`src/core/gctm_pkg.sv`:
```
// Purpose: Shared constants and types for the counter/timer channel
// Assumes: 20 MHz system clock, one channel
// Notes: Mode, gate and edge codes are chosen for this block
package gctm_pkg;
  localparam int GCTM_W = 32;
  localparam int GCTM_DUTY_W = 7;
  localparam logic [31:0] GCTM_CNT_RST = 32'h0000_0000;
  localparam logic [31:0] GCTM_DIV_RST = 32'h0000_0002;
  localparam logic [GCTM_DUTY_W-1:0] GCTM_DUTY_FULL = 7'h64;
  localparam logic [GCTM_DUTY_W-1:0] GCTM_DUTY_RST = 7'h32;
  localparam int GCTM_CLK_MHZ = 20;

  typedef enum logic [2:0] {
    GCTM_EVENT = 3'h0,
    GCTM_UPDN = 3'h1,
    GCTM_MEAS = 3'h2,
    GCTM_RATE = 3'h3,
    GCTM_ONESHOT = 3'h4,
    GCTM_REPSHOT = 3'h5,
    GCTM_IDLE = 3'h6
  } gctm_mode_e;

  // Start/stop edge select
  typedef enum logic [1:0] {
    GCTM_GATE_RISE = 2'h0,
    GCTM_GATE_FALL = 2'h1,
    GCTM_CLK_RISE = 2'h2,
    GCTM_CLK_FALL = 2'h3
  } gctm_edge_e;

  typedef enum logic [1:0] {
    GCTM_ST_ARMED = 2'h0,
    GCTM_ST_RUN = 2'h1,
    GCTM_ST_DONE = 2'h2
  } gctm_state_e;
endpackage : gctm_pkg

```
`src/core/gctm_channel.sv`:
```
// Purpose: One 32-bit general counter/timer channel with seven modes
// Assumes: Config is held stable while running; arm restarts a run
// Notes: External clock and gate are synchronised to clk first
`timescale 1ns/100ps
`default_nettype none

module gctm_channel
  import gctm_pkg::*;
(
  // System
  input wire logic clk,
  input wire logic rst,
  // Configuration
  input wire logic [2:0] mode,
  input wire logic clk_src_ext,
  input wire logic [31:0] clk_div,
  input wire logic gate_high,
  input wire logic gate_rise,
  input wire logic [1:0] start_edge,
  input wire logic [1:0] stop_edge,
  input wire logic pol_low_high,
  input wire logic [GCTM_DUTY_W-1:0] duty,
  input wire logic arm,
  input wire logic load,
  input wire logic [31:0] load_value,
  // Pins
  input wire logic ext_clk,
  input wire logic ext_gate,
  output logic pulse_out,
  // Status
  output logic [31:0] count,
  output logic busy
);
  logic [2:0] clk_sync_reg, clk_sync_next;
  logic [2:0] gate_sync_reg, gate_sync_next;
  logic [GCTM_W-1:0] cnt_reg, cnt_next;
  logic [31:0] div_reg, div_next;
  logic [31:0] per_reg, per_next;
  logic active_reg, active_next;
  gctm_state_e st_reg, st_next;
  logic c_rise, c_fall, g_rise, g_fall, g_lvl, gate_ok, tick;
  logic start_hit, stop_hit, trig, per_end, div_restart;
  logic [31:0] per_len, act_len;
  logic [38:0] act_prod;

  // Two stages then an edge stage; only stage 1 onward is read
  always_comb begin
    clk_sync_next = {clk_sync_reg[1:0], ext_clk};
    gate_sync_next = {gate_sync_reg[1:0], ext_gate};
  end
  assign c_rise = clk_sync_reg[1] & ~clk_sync_reg[2];
  assign c_fall = ~clk_sync_reg[1] & clk_sync_reg[2];
  assign g_rise = gate_sync_reg[1] & ~gate_sync_reg[2];
  assign g_fall = ~gate_sync_reg[1] & gate_sync_reg[2];
  assign g_lvl = gate_sync_reg[1];
  assign gate_ok = gate_high ? g_lvl : ~g_lvl;

  function automatic logic edge_sel(input logic [1:0] s, input logic gr,
      input logic gf, input logic cr, input logic cf);
    unique case (s)
      GCTM_GATE_RISE: edge_sel = gr;
      GCTM_GATE_FALL: edge_sel = gf;
      GCTM_CLK_RISE: edge_sel = cr;
      GCTM_CLK_FALL: edge_sel = cf;
    endcase
  endfunction : edge_sel

  assign start_hit = edge_sel(start_edge, g_rise, g_fall, c_rise, c_fall);
  assign stop_hit = edge_sel(stop_edge, g_rise, g_fall, c_rise, c_fall);
  assign trig = gate_rise ? g_rise : g_fall;
  // Restart the divider on a trigger so a shot holds whole ticks only
  assign div_restart = (mode == GCTM_ONESHOT || mode == GCTM_REPSHOT)
    && st_reg == GCTM_ST_ARMED && trig;

  // Timebase tick: divided clk or external rises; divider 0 acts as 1
  assign tick = clk_src_ext ? c_rise : (div_reg == 32'h0000_0000);
  always_comb begin
    div_next = div_reg;
    if (clk_src_ext || div_restart || div_reg == 32'h0000_0000) begin
      div_next = (clk_div > 32'h0000_0001) ? clk_div - 32'h0000_0001
                                         : 32'h0000_0000;
    end else begin
      div_next = div_reg - 32'h0000_0001;
    end
  end

  // Period of two ticks minimum keeps output at or below half clk
  assign per_len = (clk_div < 32'h0000_0002) ? 32'h0000_0002 : clk_div;
  assign act_prod = 39'(per_len) * 39'(duty);
  always_comb begin
    act_len = 32'(act_prod / 39'd100);
    if (mode == GCTM_ONESHOT || mode == GCTM_REPSHOT) begin
      act_len = per_len;
    end
    if (act_len == 32'h0000_0000) begin
      act_len = 32'h0000_0001;
    end
  end
  assign per_end = (per_reg == per_len - 32'h0000_0001);

  always_comb begin
    cnt_next = cnt_reg;
    per_next = per_reg;
    active_next = 1'b0;
    st_next = st_reg;
    unique case (mode)
      GCTM_EVENT: begin
        // Gate level, per gate_high, decides which external clock rises are counted
        if (c_rise && gate_ok) begin
          cnt_next = cnt_reg + 32'h0000_0001;
        end
      end
      GCTM_UPDN: begin
        if (c_rise) begin
          cnt_next = g_lvl ? cnt_reg + 32'h0000_0001
                           : cnt_reg - 32'h0000_0001;
        end
      end
      GCTM_MEAS: begin
        unique case (st_reg)
          GCTM_ST_ARMED: if (start_hit) begin
            st_next = GCTM_ST_RUN;
            cnt_next = GCTM_CNT_RST;
          end
          GCTM_ST_RUN: begin
            if (stop_hit) begin
              st_next = GCTM_ST_DONE;
            end else begin
              cnt_next = cnt_reg + 32'h0000_0001;
            end
          end
          default: st_next = GCTM_ST_DONE;
        endcase
      end
      GCTM_RATE: begin
        if (gate_ok) begin
          if (tick) begin
            per_next = per_end ? 32'h0000_0000 : per_reg + 32'h0000_0001;
          end
          active_next = (per_next < act_len);
        end else begin
          per_next = 32'h0000_0000;
        end
      end
      GCTM_ONESHOT, GCTM_REPSHOT: begin
        unique case (st_reg)
          GCTM_ST_ARMED: if (trig) begin
            st_next = GCTM_ST_RUN;
            per_next = 32'h0000_0000;
            active_next = 1'b1;
          end
          GCTM_ST_RUN: begin
            // Trigger not examined here, so edges mid-pulse are lost
            active_next = 1'b1;
            if (tick) begin
              per_next = per_reg + 32'h0000_0001;
              if (per_next >= act_len) begin
                active_next = 1'b0;
                st_next = (mode == GCTM_REPSHOT) ? GCTM_ST_ARMED
                                                 : GCTM_ST_DONE;
              end
            end
          end
          default: st_next = GCTM_ST_DONE;
        endcase
      end
      default: begin
        per_next = 32'h0000_0000;
      end
    endcase
    if (arm) begin
      st_next = GCTM_ST_ARMED;
      per_next = 32'h0000_0000;
      active_next = 1'b0;
    end
    if (load) begin
      cnt_next = load_value;
    end
  end

  always_ff @(posedge clk) begin
    if (rst) begin
      clk_sync_reg <= 3'h0;
      gate_sync_reg <= 3'h0;
      cnt_reg <= GCTM_CNT_RST;
      div_reg <= GCTM_DIV_RST;
      per_reg <= 32'h0000_0000;
      active_reg <= 1'b0;
      st_reg <= GCTM_ST_DONE;
    end else begin
      clk_sync_reg <= clk_sync_next;
      gate_sync_reg <= gate_sync_next;
      cnt_reg <= cnt_next;
      div_reg <= div_next;
      per_reg <= per_next;
      active_reg <= active_next;
      st_reg <= st_next;
    end
  end

  // Active portion is low for high-to-low type
  always_ff @(posedge clk) begin
    if (rst) begin
      pulse_out <= 1'b0;
    end else begin
      pulse_out <= pol_low_high ? active_next : ~active_next;
    end
  end
  assign count = cnt_reg;
  assign busy = (st_reg == GCTM_ST_RUN);

  up_count_a: assert property (@(posedge clk) disable iff (rst)
    (mode == GCTM_EVENT && c_rise && gate_ok && !load)
      |=> count == $past(count) + 32'h0000_0001)
    else $error("event count missed an edge");
  gate_block_a: assert property (@(posedge clk) disable iff (rst)
    (mode == GCTM_EVENT && !gate_ok && !load) |=> $stable(count))
    else $error("event count moved with gate inactive");
  down_count_a: assert property (@(posedge clk) disable iff (rst)
    (mode == GCTM_UPDN && c_rise && !g_lvl && !load)
      |=> count == $past(count) - 32'h0000_0001)
    else $error("up/down did not decrement");
  meas_hold_a: assert property (@(posedge clk) disable iff (rst)
    (mode == GCTM_MEAS && st_reg == GCTM_ST_DONE && !arm && !load)
      |=> $stable(count) && st_reg == GCTM_ST_DONE)
    else $error("interval count moved after stop");
  meas_run_a: assert property (@(posedge clk) disable iff (rst)
    (mode == GCTM_MEAS && st_reg == GCTM_ST_RUN && !stop_hit && !arm
      && !load) |=> count == $past(count) + 32'h0000_0001)
    else $error("interval count not per clk");
  rate_stop_a: assert property (@(posedge clk) disable iff (rst)
    (mode == GCTM_RATE && !gate_ok && !arm)
      |=> pulse_out == !$past(pol_low_high))
    else $error("rate output not idle with gate off");
  shot_done_a: assert property (@(posedge clk) disable iff (rst)
    (mode == GCTM_ONESHOT && st_reg == GCTM_ST_DONE && !arm)
      |=> pulse_out == !$past(pol_low_high))
    else $error("one-shot fired after completion");
  shot_start_a: assert property (@(posedge clk) disable iff (rst)
    (mode == GCTM_ONESHOT && st_reg == GCTM_ST_ARMED && trig && !arm)
      |=> pulse_out == $past(pol_low_high) && busy)
    else $error("one-shot did not start on edge");
  rep_ignore_a: assert property (@(posedge clk) disable iff (rst)
    (mode == GCTM_REPSHOT && st_reg == GCTM_ST_RUN && trig && !tick && !arm)
      |=> st_reg == GCTM_ST_RUN)
    else $error("repetitive pulse retriggered");
  up_step_a: assert property (@(posedge clk) disable iff (rst)
    (mode == GCTM_UPDN && c_rise && g_lvl && !load)
      |=> count == $past(count) + 32'h0000_0001)
    else $error("up/down did not increment");
  wrap_zero_a: assert property (@(posedge clk) disable iff (rst)
    (mode == GCTM_EVENT && c_rise && gate_ok && !load
      && count == 32'hFFFF_FFFF) |=> count == 32'h0000_0000)
    else $error("event count did not wrap to zero");
  load_take_a: assert property (@(posedge clk) disable iff (rst)
    load |=> count == $past(load_value))
    else $error("load value not taken");
  arm_idle_a: assert property (@(posedge clk) disable iff (rst)
    arm |=> !busy && pulse_out == !$past(pol_low_high))
    else $error("arm did not idle the channel");
  rep_start_a: assert property (@(posedge clk) disable iff (rst)
    (mode == GCTM_REPSHOT && st_reg == GCTM_ST_ARMED && trig && !arm)
      |=> busy && pulse_out == $past(pol_low_high))
    else $error("repetitive pulse did not start on edge");

  rate_run_c: cover property (@(posedge clk) disable iff (rst)
    mode == GCTM_RATE && gate_ok ##1 $changed(pulse_out));
  shot_c: cover property (@(posedge clk) disable iff (rst)
    mode == GCTM_ONESHOT && busy ##1 !busy);
  meas_c: cover property (@(posedge clk) disable iff (rst)
    mode == GCTM_MEAS && st_reg == GCTM_ST_RUN && stop_hit);
  wrap_c: cover property (@(posedge clk) disable iff (rst)
    count == 32'hFFFF_FFFF ##1 count == 32'h0000_0000);
  rep_c: cover property (@(posedge clk) disable iff (rst)
    mode == GCTM_REPSHOT && busy ##1 !busy);
endmodule : gctm_channel

`default_nettype wire

```
`config.mk`:
```
export PLATFORM = sky130hd
export DESIGN_NAME = gctm_channel
export DESIGN_NICKNAME = d
export VERILOG_FILES = /design/src/core/gctm_pkg.sv /design/src/core/gctm_channel.sv
export SDC_FILE = /design/constraint.sdc
export NUM_CORES = 1
export LEC_CHECK = 0
export BUFFER_PORTS_ARGS = -buffer_cell sky130_fd_sc_hd__buf_2
export CORE_UTILIZATION = 45
export DETAILED_ROUTE_END_ITERATION = 6
export PLACE_DENSITY = 0.65
export SLEW_MARGIN = 30
export SYNTH_ARGS = -nofsm -noshare
export SYNTH_HDL_FRONTEND = slang
export SYNTH_SLANG_ARGS = --single-unit
export TNS_END_PERCENT = 1
```
`constraint.sdc`:
```
create_clock -name clk -period 59.1 [get_ports clk]
set_clock_uncertainty 0.15 [all_clocks]
set_input_delay 11.82 -clock clk [delete_from_list [all_inputs] [get_ports clk]]
set_output_delay 11.82 -clock clk [all_outputs]
set_load 0.01 [all_outputs]
```
# == Word level (Yosys, flattened, before mapping) ==
# Index checks and enable logic that the tools add are counted.
# totals
wordCells,126
reg_bits,105
out_inout_bits,34
# op_classes
magnitude_cmp,4
reduce_logical,22
muxes,45
mul,1
eq_ne,29
addsub,6
div,1
bitwise,10
# op_table
cell,count
32-bit 2-to-1 mux,18
32-bit one-hot mux with 3 select lines,2
32-bit one-hot mux with 2 select lines,2
"32-bit by 1-bit subtractor with 32-bit output, second input constant",4
"32-bit by 1-bit adder with 32-bit output, second input constant",2
32-bit logical NOT,2
"39-bit by 7-bit divider with 39-bit output, second input constant",1
32-bit by 7-bit multiplier with 39-bit output,1
32-bit == test,1
32-bit >= comparator,1
"32-bit by 1-bit greater-than comparator with 1-bit output, second input constant",1
"32-bit by 2-bit less-than comparator with 1-bit output, second input constant",1
32-bit less-than comparator,1
"4-bit != test, second input constant",8
"3-bit != test, second input constant",8
6-bit AND reduction,3
2-bit 2-to-1 mux,7
2-bit one-hot mux with 2 select lines,3
1-bit 2-to-1 mux,9
"2-bit == test, second input constant",4
1-bit one-hot mux with 4 select lines,2
"2-bit by 1-bit == test with 1-bit output, second input constant",3
"3-bit by 2-bit == test with 1-bit output, second input constant",2
"3-bit == test, second input constant",2
other kinds (14),30

# == Logic depth before layout (Yosys ltp) ==
# Gate-level depths: netlist of run 1.
# depth
depth_word,15
depth_mapped,145
depth_no_buf,125

# == Worst setup path before layout of run 1 ==
# Ideal clock, no wire load.
# synth_timing
path_kind,input port to flip-flop
startpoint,in clk_div[21]
endpoint,reg pulse_out
path_buffers,12
t_arrival_ns,39.397
cell_stages,132
slack_ns,19.482
cell_sequence,buf_2 > or4_1 > or3_1 > or3_1 > nand2b_1 > o21ai_1 > and2_1 > fa_1 > fa_1 > fa_1 > fa_1 > ha_1 > a21o_1 > nand2b_1 > o21ai_1 > a2111oi_2 > or3_1 > o211a_1 > [96 not listed] > a21oi_1 > o31ai_1 > a21o_1 > a21oi_1 > nor2b_1 > o21ai_0 > nand2b_1 > a21oi_1 > nor2b_1 > o21ai_0 > nand2b_1 > a21oi_1 > nor2_1 > nand2_1 > a32o_1 > a21oi_1 > or3b_1 > a21oi_1
# synth_via
elab_chain_cells,15
word_cells_on_any_way,23
cone_classes,add/sub: 1; mul: 1; div: 1; order compare: 3; eq/ne: 1; mux: 14; bitwise: 1; reduce/logical: 1
# synth_lines
item,line,text
start: declaration,gctm_channel.sv:16,"input wire logic [31:0] clk_div,"
32-bit by 2-bit less-than comparator with 1-bit output,gctm_channel.sv:88,assign per_len = (clk_div < 32'h0000_0002) ? 32'h0000_0002 : clk_div;
32-bit 2-to-1 mux (*),gctm_channel.sv:88,
32-bit by 7-bit multiplier with 39-bit output,gctm_channel.sv:89,assign act_prod = 39'(per_len) * 39'(duty);
39-bit by 7-bit divider with 39-bit output,gctm_channel.sv:91,act_len = 32'(act_prod / 39'd100);
32-bit 2-to-1 mux,gctm_channel.sv:92,if (mode == GCTM_ONESHOT || mode == GCTM_REPSHOT) begin
32-bit logical NOT,gctm_channel.sv:95,if (act_len == 32'h0000_0000) begin
32-bit 2-to-1 mux,gctm_channel.sv:95,
32-bit >= comparator,gctm_channel.sv:157,if (per_next >= act_len) begin
1-bit 2-to-1 mux,gctm_channel.sv:157,
1-bit 2-to-1 mux,gctm_channel.sv:155,if (tick) begin
1-bit one-hot mux with 2 select lines,gctm_channel.sv:146,unique case (st_reg)
1-bit one-hot mux with 2 select lines (*),gctm_channel.sv:106,unique case (mode)
1-bit 2-to-1 mux (*),gctm_channel.sv:171,if (arm) begin
1-bit inverter,gctm_channel.sv:206,pulse_out <= pol_low_high ? active_next : ~active_next;
1-bit 2-to-1 mux (*),gctm_channel.sv:206,
end signal: assignment,gctm_channel.sv:206,
end: declaration,gctm_channel.sv:29,"output logic pulse_out,"
# Mark *: on every way between the ends. The rest lies on a longest branch, timed or not. The select of a mux whose other input is x is not followed.
# A chain may end at the register's enable or synchronous reset.

# == Worst setup path after layout of run 1 ==
# Same ends and word-level chain as after synthesis.

==> impl_metrics.env, run 1 <==
export IMPL_fin_nets=3867
export IMPL_die_h_um=244
export IMPL_drt_wirelength_per_cell_um=19.5
export IMPL_track_usage=0.273
export IMPL_cts_buffer_depth=2
export IMPL_grt_pass1_wl_um=135000
export IMPL_drcViolationCount=0
export IMPL_rsz0062_at_grt="no"
export IMPL_start_util=0.456
export IMPL_ys_types=140
export IMPL_worst_setup_path_end_kind="register"
export IMPL_place_inst=4256
export IMPL_routed_wl_um=83300
export IMPL_synthCells=3594
export IMPL_cts_buffers=9
export IMPL_cts_repair_resized=0
export IMPL_grt_max_degree=74
export IMPL_synth_area_um2=26300
export IMPL_hold_depth=1
export IMPL_cts_setup_buffers=0
export IMPL_vias=27500
export IMPL_overflow=0
export IMPL_place_hpwl_um=63200
export IMPL_async_flop_share=0
export IMPL_rr_startpoint="div_reg[3]"
export IMPL_reg2reg_depth=26
export IMPL_ys_warnings_count=0
export IMPL_synth_edff_count=0
export IMPL_hp_start="gate_sync_reg[0]"
export IMPL_avgSynthCellArea_um2=7.33
export IMPL_clk_pin_slew_ns=0.07
export IMPL_critPathMaxFanout=17
export IMPL_hold_class="register to register"
export IMPL_holdBufCountCts=0
export IMPL_area_growth_pct=4.16
export IMPL_tightest_slew_ns=1.01
export IMPL_synth_ff_type="dfxtp_1"
export IMPL_dr_pass1_iters=6
export IMPL_finalCritPeriodShare=0.771
export IMPL_cts_max_level=3
export IMPL_grt_pass1_vias=25600
export IMPL_antenna_found_initial=7
export IMPL_max_slew_margin=0.320
export IMPL_cp_slowest_cell="nor4_1"
export IMPL_via_per_inst=6.43
export IMPL_die_area_um2=59500
export IMPL_io_buffer_count=121
export IMPL_cpPeakStageDelay_ns=0.86
export IMPL_critical_path_class="input port to register"
export IMPL_ant_nets=0
export IMPL_finalMaxSlewViolations=0
export IMPL_coreArea_um2=57700
export IMPL_met2_usage=0.449
export IMPL_final_cells=4275
export IMPL_die_w_um=244
export IMPL_top_usage_layer="met2"
export IMPL_multi_input_area_um2=22700
export IMPL_drive_gt1_frac=0.0932
export IMPL_cts_sinks=105
export IMPL_tritoncts="done"
export IMPL_status="completed"
export IMPL_io_pin_count=122
export IMPL_setup_viol=0
export IMPL_routabilityCongestion=0.950
export IMPL_cp_common_cell="a21oi_1"
export IMPL_use_met1=0.374
export IMPL_max_freq_mhz=21.9
export IMPL_met3_usage=0.0368
export IMPL_fillers=5897
export IMPL_required_ns=59.24
export IMPL_synth_seq_area_share=0.0798
export IMPL_worstSetupStartpointType="input port"
export IMPL_syn_nets=3958
export IMPL_first_iter_violations=2595
export IMPL_fin_crit_ns=45.60
export IMPL_regArea_um2=2100
export IMPL_cts_root_buf="clkbuf_16"
export IMPL_ys_seq_elements=105
export IMPL_crit_start="clk_div[21]"
export IMPL_clk_latency_ns=0.36
export IMPL_tns_ns=0
export IMPL_num_rows=88
export IMPL_cap_violations=0
export IMPL_crit_arrival_ns=45.73
export IMPL_hold_viol=0
-- through the flow --
stage                     area (um2)  setup slack (ns)  hold slack [ns]  utilization
after global placement         27000             14.09            0.267        0.468
after global routing           27400             10.86            0.326        0.475
after CTS                      27400             14.02            0.297        0.475
final                          27400             13.50            0.290        0.475
after floorplan                26300             19.48            0.264            -
after detailed placement       27100             13.73            0.279        0.469
-- worst max-delay path, delay by kind of cell --
family,cells,cell delay [ns]
compound gates,60,16.13
xor+xnor,5,2.39
fa+ha+maj,7,3.16
buf+inv,2,0.22
mux,3,1.23
simple gates,46,10.68
-- metal layers --
metal | part of all wire | routed length [um] | vias to the layer above
li1 | - | - | 13100
met4 | 0.023 | 1940 | 8
met5 | 0.00061 | 51 | -
met3 | 0.070 | 5840 | 134
met2 | 0.46 | 38400 | 1078
met1 | 0.44 | 37000 | 13200
-- worst paths after layout --
| path | slack, ns | end |
|---|---|---|
| min | 0.29 | gate_sync_reg[1] |
| min reg2reg | 0.29 | gate_sync_reg[1] |
| max | 13.50 | pulse_out |
| max reg2reg | 52.01 | pulse_out |
-- placed cells by master, fill, tap and decap left out, types with 16 or more instances in the layout --
| master | instances |
|---|---|
| o2111ai_1 | 22 |
| a31oi_1 | 32 |
| nor2_1 | 295 |
| xnor2_1 | 124 |
| nor2b_1 | 30 |
| a21o_1 | 47 |
| o21a_1 | 34 |
| buf_2 | 121 |
| and3_1 | 49 |
| nand3_1 | 111 |
| dfxtp_1 | 105 |
| o31ai_1 | 29 |
| o21ai_0 | 166 |
| a21oi_1 | 239 |
| nand2b_1 | 54 |
| and2_1 | 191 |
| fa_1 | 149 |
| or3_1 | 41 |
| nand4_1 | 49 |
| nor3_1 | 92 |
| o21ai_1 | 43 |
| o211ai_1 | 45 |
| xor2_1 | 84 |
| or2_1 | 16 |
| nand2_1 | 331 |
| inv_1 | 149 |
| mux2i_1 | 25 |
| a22oi_1 | 48 |
| o22a_1 | 40 |
| nor4_1 | 38 |
| a221oi_1 | 22 |
| a211o_1 | 16 |
| o22ai_1 | 35 |
| buf_4 | 20 |
| ha_1 | 127 |
| a211oi_1 | 72 |
-- Yosys cell counts (55+ instances only) --
library cell / count / area (um2)
clkbuf_1: 167 / 627
a21oi_1: 241 / 1210
xor2_1: 85 / 744
o21ai_0: 166 / 831
and2_1: 191 / 1190
xnor2_1: 127 / 1110
nor3_1: 95 / 475
nand2b_1: 55 / 344
nand2_1: 332 / 1250
inv_1: 149 / 559
nand3_1: 111 / 556
dfxtp_1: 105 / 2100
fa_1: 149 / 2980
a211oi_1: 72 / 541
ha_1: 127 / 1590
nor2_1: 296 / 1110
-- layout make-up --
type                    count  area share
clock inverters             6     0.00351
multi-input cells        3096       0.828
diodes                      2    0.000183
flip-flops and latches    105      0.0767
inverters                 149      0.0204
clock buffers              10     0.00872
well taps                 765      0.0349
repair buffers            142      0.0281
-- kinds of logic after synthesis --
group / share of synthesized area
AO/OA/AOI/OAI: 0.316
flip-flops: 0.0798
buffers and inverters: 0.0614
XOR/XNOR: 0.0734
AND/OR/NAND/NOR: 0.274
multiplexers: 0.0194
adder cells (fa/ha/maj): 0.175
Power of run 1 is left out: the tool's default activity adds up to more than one toggle a clock period on the data nets, which glitch-free logic cannot reach.
==> run 2, diff against run 1 <==
ABC_AREA = 1   (was default)
PLACE_DENSITY = 0.66   (was 0.65)
clock period = 43.2 ns   (was 59.1 ns; I/O delays follow)
==> impl_metrics.env, run 2 <==
export IMPL_rr_startpoint="per_reg[2]"
export IMPL_finalMaxSlewViolations=0
export IMPL_cts_buffer_depth=2
export IMPL_ys_seq_elements=105
export IMPL_yosysTopAreaCell="nand2_1"
export IMPL_finalCritPeriodShare=0.727
export IMPL_synth_seq_area_share=0.0856
export IMPL_cts_buffers=9
export IMPL_tightest_slew_ns=0.888
export IMPL_syn_nets=4374
export IMPL_vias=25100
export IMPL_top_usage_layer="met2"
export IMPL_cpPeakStageDelay_ns=0.74
export IMPL_drive_gt1_frac=0.144
export IMPL_critPathMaxFanout=18
export IMPL_io_pin_count=122
export IMPL_worstSetupStartpointType="input port"
export IMPL_synth_area_um2=24600
export IMPL_io_buffer_count=121
export IMPL_cts_repair_resized=0
export IMPL_synthTopCellsByArea="nand2_1 15%, fa_1 12%, inv_1 10%"
export IMPL_critical_path_class="input port to register"
export IMPL_status="completed"
export IMPL_drcViolationCount=0
export IMPL_final_common_cell="nand2_1"
export IMPL_place_hpwl_um=60300
export IMPL_area_growth_pct=5.83
export IMPL_num_rows=85
export IMPL_use_met1=0.373
export IMPL_cp_slowest_cell="nand4_1"
export IMPL_max_freq_mhz=31.9
export IMPL_hp_start="clk_sync_reg[0]"
export IMPL_grt_max_degree=65
export IMPL_first_iter_violations=2029
export IMPL_cap_violations=0
export IMPL_drt_wirelength_per_cell_um=15.8
export IMPL_start_util=0.456
export IMPL_ys_types=69
export IMPL_tritoncts="done"
export IMPL_track_usage=0.269
export IMPL_tns_ns=0
export IMPL_die_h_um=236
export IMPL_cts_setup_buffers=0
export IMPL_coreArea_um2=53900
export IMPL_dr_pass1_iters=6
export IMPL_grt_pass1_wl_um=122000
export IMPL_crit_arrival_ns=31.46
export IMPL_met2_usage=0.423
export IMPL_routed_wl_um=74900
export IMPL_fin_nets=4397
export IMPL_rsz0062_at_grt="no"
export IMPL_setup_viol=0
export IMPL_antenna_found_initial=8
export IMPL_synth_ff_type="dfxtp_1"
export IMPL_regArea_um2=2100
export IMPL_clk_latency_ns=0.38
export IMPL_hold_viol=0
export IMPL_met3_usage=0.0496
export IMPL_cts_sinks=105
export IMPL_async_flop_share=0
export IMPL_clk_pin_slew_ns=0.08
export IMPL_routabilityCongestion=0.947
export IMPL_ant_nets=0
export IMPL_multi_input_area_um2=19200
export IMPL_synthCells=4010
export IMPL_synth_common_cells="957 x nand2_1, 679 x inv_1, 330 x nor2_1"
export IMPL_cp_common_cell="nand2_4"
export IMPL_rrSetupSlack_ns=38.13
export IMPL_required_ns=43.27
export IMPL_holdBufCountCts=0
export IMPL_ys_warnings_count=0
export IMPL_synth_top_area_share=0.146
export IMPL_hold_class="register to register"
export IMPL_avgSynthCellArea_um2=6.13
export IMPL_worst_setup_path_end_kind="register"
export IMPL_overflow=0
export IMPL_cts_max_level=3
export IMPL_die_w_um=236
export IMPL_fillers=5643
export IMPL_layout_common_cells="957 x nand2_1, 679 x inv_1, 327 x nor2_1"
export IMPL_reg2reg_depth=24
export IMPL_synth_most_common_cell="nand2_1"
export IMPL_cts_root_buf="clkbuf_16"
export IMPL_r2r_end="pulse_out"
export IMPL_die_area_um2=55500
export IMPL_max_slew_margin=0.401
export IMPL_via_per_inst=5.30
export IMPL_grt_pass1_vias=23300
export IMPL_hold_path_endpoint="clk_sync_reg[1]"
export IMPL_hold_depth=2
export IMPL_fin_crit_ns=31.39
export IMPL_synth_edff_count=0
-- run 2: cell types whose count changed in the layout (fill, tap and decap cells not counted), moves of 64 or more --
cell	delta
nand2_1	+626
inv_1	+530
and2_1	-189
nand2_2	+175
nand3_1	+149
xnor2_1	-96
nand2_4	+75
a211oi_1	-64
-- run 2: worst max path at each step --
stage                      startpoint         to  slack, ns
after floorplan           clk_div[13]  st_reg[1]      15.25
after global placement    clk_div[27]  st_reg[1]      12.08
after detailed placement  clk_div[27]  st_reg[1]      11.63
after CTS                 clk_div[27]  st_reg[1]      11.94
after global routing      clk_div[27]  st_reg[1]       9.36
final                     clk_div[27]  st_reg[1]      11.81
-- run 2: metal layers --
layer	part of all wire	wire, um
met1	0.46	34200
met4	0.026	1920
met5	0.00076	57
met3	0.084	6270
met2	0.43	32500
-- run 2: area by class of cell --
type | count | share of cell area
multi-input cells | 3040 | 0.739
clock buffers | 10 | 0.00919
inverters | 742 | 0.108
clock inverters | 6 | 0.00202
diodes | 4 | 0.000385
flip-flops and latches | 105 | 0.0809
well taps | 696 | 0.0335
repair buffers | 135 | 0.0273
-- run 2: per-stage QoR --
stage	setup slack [ns]	area [um2]	hold slack [ns]	instances	util
after global placement	12.08	25700	0.252	4718	0.477
final	11.81	26000	0.263	4738	0.482
after global routing	9.36	26000	0.283	4737	0.482
after detailed placement	11.63	25700	0.248	4718	0.477
after CTS	11.94	26000	0.267	4734	0.482
after floorplan	15.25	24600	0.238	4010	-
-- run 2: logic make-up (layout without fill, tap and decap cells) --
group                    after synthesis  count (layout)  synth area share
XOR/XNOR                             143             143            0.0510
adder cells (fa/ha/maj)              276             276             0.186
buffers and inverters                865             893             0.134
AO/OA/AOI/OAI                        548             548             0.128
flip-flops                           105             105            0.0856
other                                  0               4                 0
AND/OR/NAND/NOR                     2073            2073             0.415
-- run 2: worst max-delay path, delay by kind of cell --
| family | cells | cell delay (ns) |
|---|---|---|
| simple gates | 147 | 17.20 |
| fa+ha+maj | 6 | 2.70 |
| compound gates | 12 | 1.76 |
| buf+inv | 7 | 0.82 |
| xor+xnor | 1 | 0.27 |
Power of run 2 is left out for the same reason.
